`src/shared/fpsop_pkg.sv`:
```
package fpsop_pkg;

  // Word layout: sign, exponent and coefficient positions.
  localparam int FP_W = 64;
  localparam int SIGN_POS = 63;
  localparam int EXP_HI = 62;
  localparam int EXP_LO = 52;
  localparam int EXP_W = 11;
  localparam int COEF_W = 52;
  localparam int COEF_MSB = 51;
  // Internal fraction with hidden bit, and the extension below the LSB.
  localparam int FRAC_W = 53;
  localparam int EXT_W = 10;
  localparam int WIDE_W = 63;
  // Tag field of an internally created NaN.
  localparam int TAG_HI = 50;
  localparam int TAG_LO = 48;

  localparam logic [10:0] EXP_MAX = 11'h7ff;
  localparam logic [10:0] EXP_ZERO = 11'h000;
  localparam logic [2:0] TAG_ADD = 3'h1;
  localparam logic [2:0] TAG_MUL = 3'h2;
  localparam logic [2:0] TAG_DIV = 3'h4;
  localparam logic [2:0] TAG_SQRT = 3'h5;
  localparam logic [63:0] POS_INF = 64'h7ff0000000000000;
  localparam logic [63:0] NEG_INF = 64'hfff0000000000000;
  localparam logic [63:0] POS_ZERO = 64'h0000000000000000;
  localparam logic [63:0] NEG_ZERO = 64'h8000000000000000;
  localparam logic [63:0] QNAN_ONES = 64'h7fffffffffffffff;
  localparam logic [63:0] QUIET_BIT = 64'h0008000000000000;
  localparam logic [63:0] TAG_CLEAR = 64'hfff8ffffffffffff;
  localparam logic [63:0] ALL_ONES = 64'hffffffffffffffff;

  // Unit that the operands are meant for.
  typedef enum logic [2:0]
  {
    UNIT_ADD = 3'b000,
    UNIT_MUL = 3'b001,
    UNIT_DIV = 3'b010,
    UNIT_SQRT = 3'b011,
    UNIT_CMP = 3'b100
  } fpsop_unit_t;

  // Class of one operand.
  typedef enum logic [2:0]
  {
    CLS_ZERO = 3'b000,
    CLS_NORMAL = 3'b001,
    CLS_INF = 3'b010,
    CLS_QNAN = 3'b011,
    CLS_SNAN = 3'b100
  } fpsop_class_t;

  // Request from the register files.
  typedef struct packed
  {
    logic valid;
    fpsop_unit_t unit;
    logic [63:0] op_j;
    logic [63:0] op_k;
    logic round_down;
    logic exact_zero;
    logic gen_nan;
    logic overflow;
    logic norm_zero;
    logic [63:0] core_result;
  } fpsop_req_t;

  // Answer to the register files.
  typedef struct packed
  {
    logic valid;
    logic [63:0] result;
    logic override;
    logic [62:0] frac_j;
    logic [62:0] frac_k;
    fpsop_class_t class_j;
    fpsop_class_t class_k;
    logic cmp_eq;
    logic cmp_lt;
    logic cmp_unordered;
    logic invalid_operation_flag;
    logic exceptional_input_flag;
    logic overflow_flag;
  } fpsop_rsp_t;

endpackage

```
`src/fpsop_special.sv`:
```
`timescale 1ns/1ns
module fpsop_special
  import fpsop_pkg::*;
(
  input wire logic clock,
  input wire logic rstn,
  input wire fpsop_req_t req,
  output fpsop_rsp_t rsp
);

  // All state of the block; one register stage from request to answer.
  typedef struct packed
  {
    fpsop_rsp_t rsp;
  } fpsop_state_t;

  fpsop_state_t state_reg; // Registered state.
  fpsop_state_t state_next; // Next value of the state.

  // Per-operand decode, filled by the generate loop below.
  logic [1:0][63:0] op_in; // Raw operands, index 0 is j, index 1 is k.
  logic [1:0] sign_w; // Sign bit of each operand.
  logic [1:0][10:0] exp_w; // Exponent field of each operand.
  logic [1:0][51:0] coef_w; // Coefficient field of each operand.
  logic [1:0] is_zero; // Operand counts as zero, denormals included.
  logic [1:0] is_inf; // Operand is infinite.
  logic [1:0] is_qnan; // Operand is a quiet NaN.
  logic [1:0] is_snan; // Operand is a signaling NaN.
  logic [1:0][62:0] frac_w; // Hidden bit, coefficient and ten extension bits.
  fpsop_class_t [1:0] cls_w; // Class code of each operand.

  assign op_in[0] = req.op_j;
  assign op_in[1] = req.op_k;

  // Both operands are decoded by the same logic, one copy per operand.
  genvar gi;
  generate
    for (gi = 0; gi < 2; gi++)
    begin : g_decode
      // Field split of the 64-bit word; there is no narrower format.
      assign sign_w[gi] = op_in[gi][SIGN_POS];
      assign exp_w[gi] = op_in[gi][EXP_HI:EXP_LO];
      assign coef_w[gi] = op_in[gi][COEF_MSB:0];
      // A zero exponent is zero whatever the coefficient, so denormals vanish.
      assign is_zero[gi] = (exp_w[gi] == EXP_ZERO);
      // Max exponent with empty coefficient is infinity.
      assign is_inf[gi] = (exp_w[gi] == EXP_MAX) && (coef_w[gi] == '0);
      // Max exponent with any coefficient bit is a NaN; its MSB says quiet.
      assign is_qnan[gi] = (exp_w[gi] == EXP_MAX) && coef_w[gi][COEF_MSB];
      assign is_snan[gi] = (exp_w[gi] == EXP_MAX) && !coef_w[gi][COEF_MSB]
                           && (coef_w[gi] != '0);
      // Zeros carry no hidden bit; everything else gets it restored.
      assign frac_w[gi] = is_zero[gi] ? '0 : {1'b1, coef_w[gi], 10'h000};

      // Class code handed back for the arithmetic cores.
      always_comb
      begin
        if (is_zero[gi])
        begin
          cls_w[gi] = CLS_ZERO;
        end
        else if (is_inf[gi])
        begin
          cls_w[gi] = CLS_INF;
        end
        else if (is_qnan[gi])
        begin
          cls_w[gi] = CLS_QNAN;
        end
        else if (is_snan[gi])
        begin
          cls_w[gi] = CLS_SNAN;
        end
        else
        begin
          cls_w[gi] = CLS_NORMAL;
        end
      end
    end
  endgenerate

  // Helper terms used by the result selection.
  logic [1:0] is_nan; // Operand is a NaN of either kind.
  logic any_nan; // At least one operand is a NaN.
  logic sign_diff; // Operand signs differ.
  logic mag_lt; // Magnitude of j is below that of k.
  logic both_zero; // Both operands are zeros of any sign.
  logic [2:0] unit_tag; // Tag of the unit that would create a NaN.

  assign is_nan = is_qnan | is_snan;
  assign any_nan = |is_nan;
  assign sign_diff = sign_w[0] ^ sign_w[1];
  assign mag_lt = op_in[0][62:0] < op_in[1][62:0];
  assign both_zero = is_zero[0] && is_zero[1];

  // Tag lookup for internally created NaNs.
  always_comb
  begin
    case (req.unit)
      UNIT_ADD: unit_tag = TAG_ADD;
      UNIT_MUL: unit_tag = TAG_MUL;
      UNIT_DIV: unit_tag = TAG_DIV;
      UNIT_SQRT: unit_tag = TAG_SQRT;
      default: unit_tag = TAG_ADD;
    endcase
  end

  // Result selection. The special cases override the core result; the
  // core result passes through when nothing special applies.
  always_comb
  begin
    state_next = state_reg;
    state_next.rsp.valid = req.valid;
    state_next.rsp.frac_j = frac_w[0];
    state_next.rsp.frac_k = frac_w[1];
    state_next.rsp.class_j = cls_w[0];
    state_next.rsp.class_k = cls_w[1];
    state_next.rsp.result = req.core_result;
    state_next.rsp.override = 1'b0;
    state_next.rsp.overflow_flag = 1'b0;
    state_next.rsp.cmp_eq = 1'b0;
    state_next.rsp.cmp_lt = 1'b0;
    state_next.rsp.cmp_unordered = 1'b0;
    // Flags follow the operands of this request only; no ordering is kept
    // across instructions, which saves a reorder queue.
    // Signaling NaN inputs raise invalid, quiet ones exceptional input.
    state_next.rsp.invalid_operation_flag = req.valid && (|is_snan);
    state_next.rsp.exceptional_input_flag = req.valid && ((|is_qnan) || (|is_inf));
    if (!req.valid)
    begin
      // Idle cycle: nothing is flagged, data fields are don't-care.
      state_next.rsp.invalid_operation_flag = 1'b0;
    end
    else if (req.unit == UNIT_CMP)
    begin
      // NaNs compare unordered: equal and less both fail.
      state_next.rsp.cmp_unordered = any_nan;
      if (!any_nan)
      begin
        // Zeros of either sign are equal.
        state_next.rsp.cmp_eq = both_zero || (req.op_j == req.op_k);
        if (both_zero)
        begin
          state_next.rsp.cmp_lt = 1'b0;
        end
        else if (sign_diff)
        begin
          state_next.rsp.cmp_lt = sign_w[0];
        end
        else
        begin
          state_next.rsp.cmp_lt = sign_w[0] ? (!mag_lt && req.op_j != req.op_k) : mag_lt;
        end
      end
      // Compares on any NaN, quiet or signaling, are invalid operations.
      state_next.rsp.invalid_operation_flag = (|is_snan) || any_nan;
    end
    else if (any_nan)
    begin
      // A NaN in gives a NaN out.
      state_next.rsp.override = 1'b1;
      if (req.unit == UNIT_DIV || req.unit == UNIT_SQRT)
      begin
        // Divide and square root return the all-ones quiet NaN.
        state_next.rsp.result = QNAN_ONES;
      end
      else if (is_nan[0] && is_nan[1] && (is_snan[0] == is_snan[1]))
      begin
        // Same type: j wins, quieted and made positive.
        state_next.rsp.result = (req.op_j | QUIET_BIT) & QNAN_ONES;
      end
      else if (is_nan[0] && is_nan[1])
      begin
        // Mixed: the signaling one wins, quieted and positive.
        state_next.rsp.result = ((is_snan[0] ? req.op_j : req.op_k) | QUIET_BIT) & QNAN_ONES;
      end
      else
      begin
        // Single NaN passes through, quieted and positive.
        state_next.rsp.result = ((is_nan[0] ? req.op_j : req.op_k) | QUIET_BIT) & QNAN_ONES;
      end
    end
    else if (req.gen_nan)
    begin
      // Core made a NaN itself: all ones with the unit tag.
      state_next.rsp.override = 1'b1;
      state_next.rsp.result = (ALL_ONES & TAG_CLEAR) | {13'h0000, unit_tag, 48'h000000000000};
    end
    else if (req.overflow)
    begin
      // Out of exponent range: signed infinity and overflow.
      state_next.rsp.override = 1'b1;
      state_next.rsp.overflow_flag = 1'b1;
      state_next.rsp.result = req.core_result[SIGN_POS] ? NEG_INF : POS_INF;
    end
    else if (req.unit == UNIT_MUL && (is_zero[0] || is_zero[1]) && !(|is_inf))
    begin
      // Zero product takes the xor of signs, so opposite signs give -0.
      state_next.rsp.override = 1'b1;
      state_next.rsp.result = sign_diff ? NEG_ZERO : POS_ZERO;
    end
    else if (req.unit == UNIT_SQRT && is_zero[0])
    begin
      // Square root of a zero keeps its sign, so -0 gives -0.
      state_next.rsp.override = 1'b1;
      state_next.rsp.result = sign_w[0] ? NEG_ZERO : POS_ZERO;
    end
    else if (req.unit == UNIT_ADD && req.exact_zero)
    begin
      // Exact zero sum is +0, or -0 under round down.
      state_next.rsp.override = 1'b1;
      state_next.rsp.result = req.round_down ? NEG_ZERO : POS_ZERO;
    end
    else if (req.norm_zero)
    begin
      // Zero significand after normalizing keeps the core's sign.
      state_next.rsp.override = 1'b1;
      state_next.rsp.result = {req.core_result[SIGN_POS], 63'h0};
    end
  end

  // State register; reset clears the answer so the outputs start quiet.
  always_ff @(posedge clock)
  begin
    if (!rstn)
    begin
      state_reg <= '0;
    end
    else
    begin
      state_reg <= state_next;
    end
  end

  assign rsp = state_reg.rsp;

endmodule

```
`config.mk`:
```
export PLATFORM = sky130hd
export DESIGN_NAME = fpsop_special
export DESIGN_NICKNAME = d
export VERILOG_FILES = /design/src/shared/fpsop_pkg.sv /design/src/fpsop_special.sv
export SDC_FILE = /design/constraint.sdc
export NUM_CORES = 1
export LEC_CHECK = 0
export BUFFER_PORTS_ARGS = -buffer_cell sky130_fd_sc_hd__buf_2
export CORE_AREA = 3 3 159 161
export DETAILED_ROUTE_END_ITERATION = 16
export DIE_AREA = 0 0 162 164
export GPL_ROUTABILITY_DRIVEN = 0
export HOLD_SLACK_MARGIN = 0.03
export RECOVER_POWER = 25
export REMOVE_ABC_BUFFERS = 1
export SETUP_SLACK_MARGIN = 0.1
export SLEW_MARGIN = 30
export SYNTH_ARGS = -nofsm -noshare
export SYNTH_HDL_FRONTEND = slang
export SYNTH_SLANG_ARGS = --single-unit
```
`constraint.sdc`:
```
create_clock -name clock -period 3.2 [get_ports clock]
set_input_delay 0.32 -clock clock [delete_from_list [all_inputs] [get_ports clock]]
set_output_delay 0.32 -clock clock [all_outputs]
set_load 0.02 [all_outputs]
```
After elaboration in Yosys (flattened, before gate mapping) --
Cells that the tools add are included. Widths: inputs -> output; s select.
Storage, ports and cells: register bits after elaboration 204, bits of input ports 203, logic and storage cells 115
Operators by class: $lt $le $gt $ge 1, equality and inequality tests 9, mux-type cells 31, bitwise gates (word level) 5, reductions and logical operators 50
Operator list (number):
- $mux 65 | 8
- $mux 63 | 7
- $mux 64 | 5
- $logic_not 52->1 | 2
- $reduce_bool 52->1 | 2
- $eq 64x64->1 | 1
- $ne 64x64->1 | 1
- $lt 63x63->1 | 1
- $eq 11x11->1 const B | 2
- $logic_not 11->1 | 2
- $logic_and 1x1->1 | 18
- $reduce_or 2->1 | 6
- $reduce_or 6->1 | 2
- $pmux 3 s3 | 1
- $reduce_or 3->1 | 3
- $mux 2 | 4
- $reduce_or 4->1 | 2
- $eq 3x2->1 const B | 2
- $mux 3 | 2
- $logic_or 1x1->1 | 5
- $reduce_or 5->1 | 1
- $logic_not 1->1 | 4
- $mux 1 | 4
- $eq 3x1->1 const B | 1
- other kinds (8) | 10

Logic depth before layout (Yosys ltp) --
depth after elaboration 11, depth in mapped cells 13

Least setup slack after synthesis --
OpenSTA, ideal clock, no wires.
kind input to register, start point input req[91] in the netlist's numbering, end point register state_reg (netlist bit rsp[139]), arrival time 2.627 ns, path slack 0.454 ns, stages 12, cells stage by stage nor4_1 nand4_1 nor4_4 nor2_1 nand2_1 ha_1 nand2_1 o311a_1 buf_2 buf_6 mux2_4 o221a_2
Between the ends: word-level cells in the longest chain between the ends 11, elaborated cells between the ends (all ways) 21, classes of those cells eq/ne (1); mux (9); bitwise (1); reduce/logical (10)
RTL lines:
- start, declared | RTL line fpsop_special.sv:7 | input wire fpsop_req_t req,
- $logic_not 52->1 | RTL line fpsop_special.sv:47 | assign is_inf[gi] = (exp_w[gi] == EXP_MAX) && (coef_w[gi] == '0);
- $logic_and 1x1->1 | RTL line fpsop_special.sv:47
- $reduce_or 2->1 | RTL line fpsop_special.sv:196 | else if (req.unit == UNIT_MUL && (is_zero[0] || is_zero[1]) && !(|is_inf))
- $logic_not 1->1 | RTL line fpsop_special.sv:196
- $logic_and 1x1->1 | RTL line fpsop_special.sv:196
- $mux 65 | RTL line fpsop_special.sv:196
- $mux 65 | RTL line fpsop_special.sv:189 | else if (req.overflow)
- $mux 65 | RTL line fpsop_special.sv:183 | else if (req.gen_nan)
- $mux 65 * | RTL line fpsop_special.sv:158 | else if (any_nan)
- $mux 65 * | RTL line fpsop_special.sv:134 | else if (req.unit == UNIT_CMP)
- $mux 65 * | RTL line fpsop_special.sv:129 | if (!req.valid)
- end signal, assigned | RTL line fpsop_special.sv:231 | state_reg <= state_next;
- end, declared | RTL line fpsop_special.sv:17 | fpsop_state_t state_reg;
Every way passes the cells marked *; elsewhere a longest branch is shown, timed or not. A chain may end at the register's enable or synchronous reset.

Worst setup path in the final report --
start point input req[74] in the netlist's numbering, end point register state_reg (netlist bit rsp[144])
Same word-level chain as after synthesis.

==> results.ini <==
[pwr]
p_leak_uw=0.00535
powerDensity_mw_per_mm2=501
ir_drop_mv=0.285

[sta]
max_freq_mhz=352
grt_setup_unrepaired=false
setup_ws_ns=0.362
tns_ns=0
hold_ws_ns=0.105
period_minus_slack_ns=2.84
slew_headroom_pct=35.8
final-max-slew-violation-count=0
setup_viol=0
tightest_slew_ns=0.963
hold_viol_final=0
period_share_pct=88.7

[synthesis]
ys_ff_latch=184
syn_area_mm2=0.00813
synth-main-ff-cell=dfxtp_1
ys_types=51
avgSynthCellArea_um2=9.05
yosysWarnings=0
syn_inst=898
ys_async_sr_fraction_pct=0
synth_enable_flop_cells=0
yosysSeqAreaShare_pct=45.3

[worst_setup_path]
crit_top_cell=nand2_1
worstPathArrival_ns=3.15
crit_buf_inv=3
cp-end-kind=flip-flop
crit_fanout=40
required_ns=3.51
start_kind=input pin
crit_slowest_cell=nor4_1
worstSetupPathType=input pin to flip-flop
cp_cell_sequence=buf_2 -> nor4_1 -> nand4_1 -> buf_4 -> nor4_4 -> nor2_1 -> nand2_1 -> ha_1 -> nand2_1 -> o311a_4 -> buf_12 -> nand2_1 -> o21ai_0 -> o221a_2
cp_top_family=simple AND/OR/NAND/NOR gates
slowest_delay_ns=0.47

[layout]
final_common_cell=buf_2
largest_reg_flops=184
fillers=2478
nets=1551
syn_to_final_growth_pct=35.0
layout.cell_area.non_filler_mm2=0.0110
final_cell_mix=buf_2 (312), dfxtp_1 (184), nor2_1 (79), nand2_1 (78), clkbuf_1 (76)
ff_latch_area_mm2=0.00368
final_cell_count_no_fill=1622
drive_above_1_share_pct=33.5
multiInputGateArea_mm2=0.00393

[routing]
first_iter_violations=608
routed.top_layer=met5
routed_wl_um=31900
drt_first_pass_iters=5
met2WireLength_um=15300
ant_nets=0
wire_per_inst_um=19.7
wl_met1_um=13500
wl_met3_um=2470
drc=0
routed-via-count=8145
vias_per_cell=5.02

[placement]
port_buffers=386
dpl_cell_area_mm2=0.0105
dp_slack_ns=-0.0650
dp_cells=1589
dp_hpwl_um=25100

[clocking]
cts_resized=0
clockBufferDepth=2
clkTransAtPathRegs_ns=0.08
clock_sinks=184
cts_tree=built
htree_levels=4
cts_made_buffers=17
hold_buffers=0
postCtsSetupRepairBufs=0
clock_tree.root_cell=clkbuf_16

[flow_run]
cap_violations=0

[grt]
grt_pass1_vias=8007
grt_overflow=0
grt_antenna_before_repair=3
grt_max_degree=61
grt_pass1_wl_um=46800
grt_usage_pct=23.0

[die]
die_y_um=164
rows=57
die_w_um=162
die-area_mm2=0.0266
initial_utilization_pct=33.7
pin_count=407
core_area_mm2=0.0241

[outcome]
status=completed

[min_path]
hp-class=input pin to flip-flop

[final timing paths]
kind	cells after the start	start	to	slack, ns
max	14	req[74]	rsp[144]$_SDFF_PN0_	0.36
min	2	req[51]	rsp[190]$_SDFF_PN0_	0.10
[power by group]
part | internal (uW) | switching (uW) | leakage (uW)
registers | 2420 | 34.5 | 0.00153
clock network | 1030 | 1040 | 0.000279
logic | 358 | 615 | 0.00354
[through the flow]
step                      utilization, %  total power [uW]
after CTS                           45.9              5560
after global routing                45.5              5740
after detailed placement            43.6              3500
final                               45.5              5500
after floorplan                        -              3020
after global placement              43.6              3490
[cells by family after synthesis]
logic type | Yosys count | share of synthesized area (%)
and+or+nand+nor | 320 | 19.8
AOI/OAI and AO/OA | 187 | 16.8
DFF | 184 | 45.3
buffers and inverters | 137 | 7.57
adders and majority gates | 64 | 9.85
muxes | 3 | 0.446
xor gates and xnor gates | 2 | 0.216
other | 1 | 0.0461
[cell type report]
cell class	instances	area share, %
clock inverters	14	1.23
clock buffers	18	3.91
diodes	1	0.0228
repair buffers	414	19.3
flip-flops and latches	184	33.6
multi-input cells	596	35.8
well taps	324	3.69
inverters	71	2.43
[synthesized netlist by cell type (all sizes together), types with 14 or more instances]
cell type | n | area share [%]
a21oi | 42 | 2.6
and3 | 54 | 4.2
buf | 29 | 2.6
clkbuf | 37 | 1.7
dfxtp | 184 | 45
ha | 64 | 9.9
inv | 71 | 3.3
nand2 | 79 | 3.6
nand3 | 15 | 0.92
nand4 | 17 | 1.3
nor2 | 80 | 3.7
nor2b | 14 | 1.1
nor4 | 37 | 3.2
o21ai | 63 | 3.9
o221a | 49 | 6.8
[per-layer routing]
layer / GRT usage, % / vias to the layer above
met3: 5.40 / 42
met2: 39.2 / 370
met4: 6.82 / 4
met1: 29.1 / 3801
met5: 0 / -
li1: - / 3928
Note: power is estimated with default switching activity, not from simulation.
